==> src/hdl/fcr_defs.svh <==
// bit positions, widths and sizes for the feature-control register block
`ifndef FCR_DEFS_SVH
`define FCR_DEFS_SVH
`define FCR_V86_EXT 0
`define FCR_PM_VINT 1
`define FCR_TSC_RESTRICT 2
`define FCR_DEBUG_EXT 3
`define FCR_LARGE_PAGE 4
`define FCR_PAE 5
`define FCR_MC_EXC 6
`define FCR_GLOBAL_PAGE 7
`define FCR_CTR_READ 8
`define FCR_SAVE_RESTORE 9
`define FCR_UNMASKED_SIMD 10
`define FCR_USER_INSTR_PREV 11
`define FCR_SEG_BASE 16
`define FCR_EXT_STATE 18
`define FCR_SUP_EXEC_PREV 20
`define FCR_SUP_ACCESS_PROT 21
`define FCR_WRITABLE_MASK 64'h0000_0000_0035_0fff
`define FCR_RESET_VALUE 64'h0000_0000_0000_0000
`define FCR_TBR_RESET 64'h0000_0000_0000_0000
`define FCR_FAR_RESET 64'h0000_0000_0000_0000
`define FCR_MC_BANKS 4
`define FCR_PHYS_ADDR_EXT_BITS 52
`define FCR_PHYS_ADDR_LEGACY_BITS 32
`define FCR_PAGE_4K 2'h0
`define FCR_PAGE_2M 2'h1
`define FCR_PAGE_4M 2'h2
`define FCR_CR_FEATURE 2'h0
`define FCR_CR_FAULT 2'h1
`define FCR_CR_TBASE 2'h2
`endif

==> src/hdl/fcr_pkg.sv <==
// types for the feature-control register block
`default_nettype none
package fcr_pkg;
   typedef enum logic [2:0] {
      FCR_IDLE = 3'b001,
      FCR_WRITE = 3'b010,
      FCR_FAULT = 3'b100
   } fcr_state_e;

   // move-to/from control register request from the core
   typedef struct packed {
      logic valid;
      logic write;
      logic [1:0] sel;
      logic [63:0] data;
   } fcr_req_s;

   // consumer-side decoded enables
   typedef struct packed {
      logic v86_ext_enable;
      logic pm_virt_int_enable;
      logic virt_int_support;
      logic redirect_bitmap_enable;
      logic tsc_restrict;
      logic io_breakpoint_enable;
      logic large_page_active;
      logic phys_addr_ext_enable;
      logic mc_exc_enable;
      logic global_page_enable;
      logic counter_read_enable;
      logic save_restore_support;
      logic unmasked_simd_exc_support;
      logic user_instr_prevent;
      logic segment_base_instr_enable;
      logic extended_state_enable;
      logic supervisor_exec_prevent;
      logic supervisor_access_protect;
   } fcr_enables_s;

   typedef struct packed {
      fcr_state_e state;
      logic [63:0] feature;
      logic [63:0] fault_addr;
      logic [63:0] tbase;
      logic [3:0] mc_status;
      logic [63:0] rd_data;
      logic gp_fault;
      logic flush_nonglobal;
   } fcr_st_s;
endpackage : fcr_pkg
`default_nettype wire

==> src/hdl/fcr_feature_ctrl.sv <==
// feature-control register with enable decode and privilege checks
`timescale 1ns/100ps
`default_nettype none
`include "fcr_defs.svh"
module fcr_feature_ctrl (
   input wire logic clk,
   input wire logic rst,
   input wire logic long_mode,
   input wire logic mode_64bit,
   input wire fcr_pkg::fcr_req_s cr_req,
   output logic [63:0] cr_rd_data,
   output logic gp_fault,
   output logic flush_nonglobal,
   input wire logic fault_valid,
   input wire logic [63:0] fault_vaddr,
   output logic [63:0] fault_address_register,
   output logic [63:0] translation_base_register,
   output fcr_pkg::fcr_enables_s enables,
   input wire logic [1:0] cur_priv,
   input wire logic timestamp_read_instr,
   input wire logic perf_counter_read_instr,
   output logic timestamp_read_fault,
   output logic perf_counter_read_fault,
   input wire logic dr_access,
   input wire logic [2:0] dr_index,
   output logic invalid_opcode_exc,
   output logic [2:0] dr_index_eff,
   input wire logic page_size_sel,
   output logic [1:0] page_size,
   output logic [5:0] phys_addr_bits,
   input wire logic global_flag,
   output logic entry_survives_flush,
   input wire logic [`FCR_MC_BANKS-1:0] mc_bank_ctl,
   input wire logic [`FCR_MC_BANKS-1:0] mc_err,
   input wire logic [`FCR_MC_BANKS-1:0] mc_err_uncorrectable,
   input wire logic [`FCR_MC_BANKS-1:0] mc_status_clr,
   output logic [`FCR_MC_BANKS-1:0] mc_bank_status,
   output logic machine_check_exc
);
   fcr_pkg::fcr_st_s st_r;
   fcr_pkg::fcr_st_s st_nxt;
   logic [63:0] f;
   logic [`FCR_MC_BANKS-1:0] mc_rec;

   function automatic logic bitset(input logic [63:0] v, input int pos);
      return v[pos];
   endfunction : bitset

   assign f = st_r.feature;
   assign mc_rec = mc_err & mc_bank_ctl;

   always_comb begin
      st_nxt = st_r;
      st_nxt.gp_fault = 1'b0;
      st_nxt.flush_nonglobal = 1'b0;
      if (fault_valid) begin
         st_nxt.fault_addr = fault_vaddr;
      end
      // set wins over software clear of a status bit
      st_nxt.mc_status = (st_r.mc_status & ~mc_status_clr) | mc_rec;
      case (st_r.state)
         fcr_pkg::FCR_IDLE: begin
            if (cr_req.valid && cr_req.write) begin
               st_nxt.state = fcr_pkg::FCR_WRITE;
               case (cr_req.sel)
                  `FCR_CR_FEATURE: begin
                     if (mode_64bit && (cr_req.data[63:32] != 32'h0000_0000)) begin
                        st_nxt.gp_fault = 1'b1;
                        st_nxt.state = fcr_pkg::FCR_FAULT;
                     end else begin
                        // legacy writes touch only the low half
                        st_nxt.feature = cr_req.data & `FCR_WRITABLE_MASK;
                     end
                  end
                  `FCR_CR_FAULT: st_nxt.fault_addr = cr_req.data;
                  `FCR_CR_TBASE: begin
                     st_nxt.tbase = cr_req.data;
                     st_nxt.flush_nonglobal = 1'b1;
                  end
                  default: st_nxt.state = fcr_pkg::FCR_IDLE;
               endcase
            end else if (cr_req.valid) begin
               case (cr_req.sel)
                  `FCR_CR_FEATURE: st_nxt.rd_data = mode_64bit ? f : {32'h0000_0000, f[31:0]};
                  `FCR_CR_FAULT: st_nxt.rd_data = st_r.fault_addr;
                  `FCR_CR_TBASE: st_nxt.rd_data = st_r.tbase;
                  default: st_nxt.rd_data = 64'h0000_0000_0000_0000;
               endcase
            end
         end
         fcr_pkg::FCR_WRITE: st_nxt.state = fcr_pkg::FCR_IDLE;
         fcr_pkg::FCR_FAULT: st_nxt.state = fcr_pkg::FCR_IDLE;
         default: st_nxt.state = fcr_pkg::FCR_IDLE;
      endcase
   end

   always_ff @(posedge clk) begin
      if (rst) begin
         st_r <= '{state: fcr_pkg::FCR_IDLE, feature: `FCR_RESET_VALUE,
                   fault_addr: `FCR_FAR_RESET, tbase: `FCR_TBR_RESET,
                   mc_status: '0, rd_data: '0, gp_fault: 1'b0,
                   flush_nonglobal: 1'b0};
      end else begin
         st_r <= st_nxt;
      end
   end

   assign cr_rd_data = st_r.rd_data;
   assign gp_fault = st_r.gp_fault;
   assign flush_nonglobal = st_r.flush_nonglobal;
   assign fault_address_register = st_r.fault_addr;
   assign translation_base_register = st_r.tbase;
   assign mc_bank_status = st_r.mc_status;

   // each enable a level straight from the register, except virt_int_support and large_page_active, which combine two bits
   always_comb begin
      enables.v86_ext_enable = bitset(f, `FCR_V86_EXT);
      enables.pm_virt_int_enable = bitset(f, `FCR_PM_VINT);
      enables.virt_int_support = bitset(f, `FCR_V86_EXT) | bitset(f, `FCR_PM_VINT);
      // protected-mode variant never opens the redirection bitmap
      enables.redirect_bitmap_enable = bitset(f, `FCR_V86_EXT);
      enables.tsc_restrict = bitset(f, `FCR_TSC_RESTRICT);
      enables.io_breakpoint_enable = bitset(f, `FCR_DEBUG_EXT);
      enables.large_page_active = bitset(f, `FCR_LARGE_PAGE) & ~bitset(f, `FCR_PAE);
      enables.phys_addr_ext_enable = bitset(f, `FCR_PAE);
      enables.mc_exc_enable = bitset(f, `FCR_MC_EXC);
      enables.global_page_enable = bitset(f, `FCR_GLOBAL_PAGE);
      enables.counter_read_enable = bitset(f, `FCR_CTR_READ);
      enables.save_restore_support = bitset(f, `FCR_SAVE_RESTORE);
      enables.unmasked_simd_exc_support = bitset(f, `FCR_UNMASKED_SIMD);
      enables.user_instr_prevent = bitset(f, `FCR_USER_INSTR_PREV);
      enables.segment_base_instr_enable = bitset(f, `FCR_SEG_BASE);
      enables.extended_state_enable = bitset(f, `FCR_EXT_STATE);
      enables.supervisor_exec_prevent = bitset(f, `FCR_SUP_EXEC_PREV);
      enables.supervisor_access_protect = bitset(f, `FCR_SUP_ACCESS_PROT);
   end

   assign timestamp_read_fault = timestamp_read_instr && bitset(f, `FCR_TSC_RESTRICT)
                                 && (cur_priv != 2'h0);
   assign perf_counter_read_fault = perf_counter_read_instr && !bitset(f, `FCR_CTR_READ)
                                    && (cur_priv != 2'h0);
   assign invalid_opcode_exc = dr_access && bitset(f, `FCR_DEBUG_EXT)
                               && (dr_index == 3'h4 || dr_index == 3'h5);
   // four and five alias six and seven when extensions are off
   assign dr_index_eff = (!bitset(f, `FCR_DEBUG_EXT) && (dr_index == 3'h4 || dr_index == 3'h5))
                         ? dr_index + 3'h2 : dr_index;

   // long mode implies address extension, so large pages drop out there too
   always_comb begin
      if (bitset(f, `FCR_PAE) || long_mode) begin
         page_size = page_size_sel ? `FCR_PAGE_2M : `FCR_PAGE_4K;
         phys_addr_bits = 6'(`FCR_PHYS_ADDR_EXT_BITS);
      end else begin
         page_size = (bitset(f, `FCR_LARGE_PAGE) && page_size_sel)
                     ? `FCR_PAGE_4M : `FCR_PAGE_4K;
         phys_addr_bits = 6'(`FCR_PHYS_ADDR_LEGACY_BITS);
      end
   end

   assign entry_survives_flush = bitset(f, `FCR_GLOBAL_PAGE) && global_flag;

   assign machine_check_exc = bitset(f, `FCR_MC_EXC)
                              && |(mc_rec & mc_err_uncorrectable);

   a_high_write_gp: assert property (@(posedge clk) disable iff (rst)
      (cr_req.valid && cr_req.write && cr_req.sel == `FCR_CR_FEATURE && mode_64bit
       && st_r.state == fcr_pkg::FCR_IDLE && cr_req.data[63:32] != 32'h0)
      |=> gp_fault && $stable(st_r.feature)) else $error("high bit write without fault");
   a_legacy_read_low: assert property (@(posedge clk) disable iff (rst)
      (cr_req.valid && !cr_req.write && cr_req.sel == `FCR_CR_FEATURE && !mode_64bit
       && st_r.state == fcr_pkg::FCR_IDLE) |=> cr_rd_data[63:32] == 32'h0)
      else $error("legacy read shows high half");
   a_write_takes: assert property (@(posedge clk) disable iff (rst)
      (cr_req.valid && cr_req.write && cr_req.sel == `FCR_CR_FEATURE && !mode_64bit
       && st_r.state == fcr_pkg::FCR_IDLE)
      |=> enables.mc_exc_enable == $past(cr_req.data[`FCR_MC_EXC]))
      else $error("enable not updated next cycle");
   a_tsc_priv: assert property (@(posedge clk) disable iff (rst)
      timestamp_read_fault |-> enables.tsc_restrict && cur_priv != 2'h0)
      else $error("timestamp fault without cause");
   a_pmc_priv: assert property (@(posedge clk) disable iff (rst)
      (perf_counter_read_instr && cur_priv != 2'h0 && !enables.counter_read_enable)
      |-> perf_counter_read_fault) else $error("counter read not blocked");
   a_dr_alias: assert property (@(posedge clk) disable iff (rst)
      (!enables.io_breakpoint_enable && dr_index == 3'h5) |-> dr_index_eff == 3'h7)
      else $error("dr five alias wrong");
   a_dr_reserved: assert property (@(posedge clk) disable iff (rst)
      (enables.io_breakpoint_enable && dr_access && dr_index == 3'h4) |-> invalid_opcode_exc)
      else $error("dr four not reserved");
   a_pae_ignores_pse: assert property (@(posedge clk) disable iff (rst)
      enables.phys_addr_ext_enable |-> page_size != `FCR_PAGE_4M)
      else $error("large page under extension");
   a_mc_gate: assert property (@(posedge clk) disable iff (rst)
      machine_check_exc |-> enables.mc_exc_enable && |(mc_err & mc_err_uncorrectable))
      else $error("machine check raised wrongly");
   a_mc_record: assert property (@(posedge clk) disable iff (rst)
      (mc_err[0] && mc_bank_ctl[0]) |=> mc_bank_status[0])
      else $error("error not recorded");
   a_tbase_flush: assert property (@(posedge clk) disable iff (rst)
      (cr_req.valid && cr_req.write && cr_req.sel == `FCR_CR_TBASE
       && st_r.state == fcr_pkg::FCR_IDLE) |=> flush_nonglobal ##1 !flush_nonglobal)
      else $error("flush pulse missing");
endmodule : fcr_feature_ctrl
`default_nettype wire

==> config.mk <==
export PLATFORM = sky130hd
export DESIGN_NAME = fcr_feature_ctrl
export DESIGN_NICKNAME = d
export VERILOG_FILES = /design/src/hdl/fcr_pkg.sv /design/src/hdl/fcr_feature_ctrl.sv
export VERILOG_INCLUDE_DIRS = /design/src /design/src/hdl
export SDC_FILE = /design/constraint.sdc
export NUM_CORES = 1
export LEC_CHECK = 0
export BUFFER_PORTS_ARGS = -buffer_cell sky130_fd_sc_hd__buf_4
export CAP_MARGIN = 0
export CORE_ASPECT_RATIO = 0.6
export CORE_MARGIN = 5
export CORE_UTILIZATION = 50
export DETAILED_ROUTE_END_ITERATION = 8
export GPL_ROUTABILITY_DRIVEN = 0
export PLACE_DENSITY_LB_ADDON = 0.08
export REMOVE_ABC_BUFFERS = 1
export SYNTH_ARGS = -nofsm -noshare
export SYNTH_HDL_FRONTEND = slang
export SYNTH_SLANG_ARGS = --single-unit
==> constraint.sdc <==
create_clock -name clk -period 2 [get_ports clk]
set_input_delay 0.4 -clock clk [delete_from_list [all_inputs] [get_ports clk]]
set_output_delay 0.4 -clock clk [all_outputs]
set_load 0.05 [all_outputs]
### Word-level counts from Yosys, hierarchy flattened

Cells that the tools add are included.

* add/sub/neg operators: 1
* $mul: 0
* div/mod/pow operators: 0
* $lt $le $gt $ge: 0
* equal/unequal tests: 5
* shift operators: 0
* muxes and demuxes: 15
* bitwise gates (word level): 12
* reduce and logical (&&, ||, !) cells: 27

Operators with widths (number)
* $mux 128: 2
* $mux 64: 3
* $pmux 64 s3: 1
* $reduce_bool 32->1: 1
* $and 4x4->4: 3
* $logic_and 1x1->1: 12
* $reduce_or 4->1: 2
* $eq 3x3->1 const B: 2
* $mux 3: 2
* $pmux 3 s2: 1
* $reduce_and 3->1: 2
* $mux 5: 1
* $not 1->1: 5
* $mux 2: 2
* $not 4->4: 1
* $or 4x4->4: 1
* $reduce_and 4->1: 1
* $reduce_or 2->1: 2
* $add 3x2->3 const B: 1
* $eq 3x1->1 const B: 1
* $mux 1: 3
* $reduce_or 3->1: 1
* $eq 2x1->1 const B: 1
* $eq 2x2->1 const B: 1
* other kinds (6): 8

* register bits after elaboration: 217
* latch bits: 0
* bits in writable memories: 0
* memory bits (read-only): 0
* input bits: 163
* output and inout port bits: 232
* word-level logic and storage cells: 68
* memories kept: 0

### Longest topological paths before layout

* depth after elaboration: 4
* mapped depth: 8
* mapped depth without buffers: 6

### Least setup slack after synthesis

No wires, ideal clock.

* path type: input port to output port
* start point: in dr_index[1]
* end point: out dr_index_eff[2]
* arrival: 1.798 ns
* required time: 1.600 ns
* setup slack: -0.198 ns
* cell stages on the path: 3
* path buffers: 0
* cells stage by stage: inv_1 > ha_1 > o21ai_0

* longest elaborated chain between the ends: 4
* elaborated cells between the ends (all ways): 6
* classes of those cells: add/sub: 1; eq/ne: 2; mux: 1; reduce/logical: 2

Ends and longest elaborated chain
* from (decl): RTL line fcr_feature_ctrl.sv:25 `input wire logic [2:0] dr_index,`
* parallel branches: the longest is 3 deep, another holds $add 3x2->3
* $mux 3 (*): RTL line fcr_feature_ctrl.sv:145 `` assign dr_index_eff = (!bitset(f, `FCR_DEBUG_EXT) && (dr_index == 3'h4 || dr_index == 3'h5)) ``
* to (decl): RTL line fcr_feature_ctrl.sv:27 `output logic [2:0] dr_index_eff,`

Mark *: on every way between the ends.

### Worst setup path after layout

* start point: reg st_r (netlist bit f[5])
* end point: out page_size[0]

* longest elaborated chain between the ends: 2

Ends and longest elaborated chain
* from (decl): RTL line fcr_feature_ctrl.sv:40 `fcr_pkg::fcr_st_s st_r;`
* from (signal assigned): RTL line fcr_feature_ctrl.sv:99 `` st_r <= '{state: fcr_pkg::FCR_IDLE, feature: `FCR_RESET_VALUE, ``
* from (signal assigned): RTL line fcr_feature_ctrl.sv:104 `st_r <= st_nxt;`
* $logic_or 1x1->1: RTL line fcr_feature_ctrl.sv:150 `` if (bitset(f, `FCR_PAE) || long_mode) begin ``
* $mux 2: RTL line fcr_feature_ctrl.sv:150
* to (decl): RTL line fcr_feature_ctrl.sv:29 `output logic [1:0] page_size,`

Every way passes these cells.

==> qor.txt <==
Status: finished clean
Post-Syn Area: 0.01076 mm2
Distinct cells, synth: 34
Worst setup margin: 0.06504 ns
Min Tclk post-route: 1.935 ns
N_diodes: 0
Core Rows: 41
Ys flop type: dfxtp_1
Buffers on Ports: 388
Crit. End Element: primary output
Vias per std cell: 5.342
Post-DP Area: 0.01247 mm2
Critical path class: flop to primary output
Num CTS Buffers: 21
R2R Path Start: st_r[263]
Top cells by count, synth: 218 x buf_4, 217 x dfxtp_1, 138 x nand2_1, 133 x a21oi_1, 133 x nor2_1
GR Overflow Total: 0
Dpl ws: -0.2518 ns
Hold Worst Slack: 0.1620 ns
Reg2Reg Depth: 5
Psw: 0.002879 W
CTS tree: done
Hold Buf Count CTS: 0
Max-slew headroom: 42.26%
Vias in the first global route: 8,596
Top post-synthesis cells by area: dfxtp_1 40%, buf_4 15%, mux2i_1 7.4%
Most frequent cell after synthesis: buf_4
Layout Cells excl Fill: 1,716
Gr usage total: 25.51%
Synth Register Bits: 217
HPWL after DPL: 23,830 um
Cell count after synthesis: 1,292
Via count: 9,167
Initial Utilization: 51.03%
Die Height: 123.6 um
Combinational fraction of design power: 17.6%
Power Dens Cells: 776.4 mW/mm2
Top sig layer: met4
Nets@finish: 1,592
Share of cells above drive strength 1: 32.43%
Die Wd: 199.4 um
Delay-heaviest family, CP: simple AND/OR/NAND/NOR gates
Hold path depth: 3
Die ar.: 0.02465 mm2
Largest net degree at the start of global routing: 118
Min-delay src: cr_req[15]
WP data required: 1.60 ns
Routed length on met1: 13,990 um
Met3 WL post-DR: 3460 um
Area Growth Syn to Fin: 22.00%
Seq/Total Area, Yosys: 40.38%
Sequential fraction of design power: 45.0%
Ys async rst share: 0%
Top-Level Pins: 395
Clock tree buffer depth: 3
Crit share post-route: 96.75%
Top-area cell type share of the netlist area: 40.38%
Yosys top cell by area: dfxtp_1
Syn Area/Cell: 8.327 um2
Worst reg2reg setup slack: 0.37 ns
Syn. warnings: 0
Worst Path Buf+Inv: 1
Maximum fanout along the worst path: 5
Critical Path AT: 1.53 ns
Switching share of power: 28.24%
Inst Count DP: 1,680
Core Area: 0.02108 mm2
# DRC: 0
CP peak stage delay: 0.36 ns
Met2 WL: 15,160 um
RSZ-0062 raised after global routing: no
Hold Path Class: input pin to flop
Post-CTS Resized: 0
Initial antenna violation count: 0
First-pass GRT wire length: 50,530 um
Clock power frac: 37.5%
Fin. Hold Viols: 0
Clock skew: 0.005279 ns
1st-pass router iterations: 5
Clk sinks: 217
Initial drt markers: 632
Clock root buffer: clkbuf_16
Post-CTS Setup Inserts: 0
Startpoint types: flop
Hold path endpoint: translation_base_register[15]
Final setup viols: 0
Fmax: 516.8 MHz
Max stage delay cell, worst path: dfxtp_1
Detail Route Antenna Nets: 0
Post-synth EDFFs: 0
Clock Latency Late Sink: 0.49 ns
Routed length per instance: 19.36 um
P_int: 0.007313 W
Reg clk slew, reported paths: 0.07 ns
H-Tree Depth: 1
Worst-Margin Slew: 0.8661 ns
Final wirelength: 33,230 um
Max-slew violation count: 0
Design area: 0.01313 mm2
Maxcap violations: 0
Worst r2r dst: f[11]
Cell Chain, Critical Path: or2_2, and2_1, buf_4
Peak VDD IR: 0.5459 mV
Leakage: 5.635 nW
-- layout make-up --
type	instances	area (um2)
clock inverters	2	10.01
inverters	5	18.77
clock buffers	34	644.4
repair buffers	424	3400
well taps	279	349.1
flip-flops and latches	217	4344
fillers	1855	7958
multi-input cells	755	4360
-- flip-flops by register name, indices dropped and copies added (netlist names) --
register	cells
st_r	3
mc_bank_status	4
translation_base_register	64
f	16
fault_address_register	64
cr_rd_data	64
gp_fault	1
flush_nonglobal	1
-- stage by stage --
step	power, W	utilization (%)	TNS [ns]
finish	0.01019	62.26	0
global route	0.01057	62.26	0
CTS	0.01027	62.26	0
detailed placement	0.006470	59.15	-3.764
global placement	0.006457	59.15	-4.105
floorplan	0.005580	-	-333.16
-- logic make-up after synthesis --
family | synth area share [%]
multiplexers | 7.443
AND/OR/NAND/NOR | 16.34
buffers and inverters | 19.41
AO/OA/AOI/OAI | 15.70
adder cells (fa/ha/maj) | 0.5815
XOR/XNOR | 0.08142
other | 0.06980
flip-flops | 40.38
-- power by group through the flow --
stage | registers (W) | logic [W] | clock network, W
finish | 0.00458 | 0.00179 | 0.00382
global route | 0.00460 | 0.00190 | 0.00408
CTS | 0.00458 | 0.00180 | 0.00389
detailed placement | 0.00468 | 0.00179 | 0
global placement | 0.00467 | 0.00178 | 0
floorplan | 0.00513 | 0.000445 | 0
-- worst min-delay path: stages --
cell	delay (ns)
buf_4	0.11
nand2_1	0.05
a21oi_1	0.05
-- metal layers --
metal / vias up / global-route usage [%]
met4: 0 / 4.919
met3: 42 / 6.759
li1: 4493 / -
met2: 368 / 41.07
met5: - / 0
met1: 4264 / 35.12
-- placed cells by master, fill, tap and decap left out, drive strengths merged, types with 2 or more instances in the layout --
cell	count
buf	424
ha	5
nor3	65
dfxtp	217
nand2b	38
and2	3
o21ai	2
clkbuf	34
inv	5
a21oi	133
or2	2
nand2	138
mux2i	80
a211oi	64
nor4	9
conb	4
nor2	133
clkinv	2
a22oi	48
and3	3
nand3	4
a222oi	16
nand4	2
-- worst max path at each step --
stage	from	endpoint	cells after the start
6_report	f[5]	page_size[0]	3
3_5_place_dp	cr_req[38]	f[3]	8
4_1_cts	f[5]	page_size[0]	3
2_1_floorplan	cr_req[65]	fault_address_register[0]	5
5_1_grt	f[5]	page_size[0]	3
3_3_place_gp	cr_req[38]	f[7]	8
(Power assumes the default switching activity.)
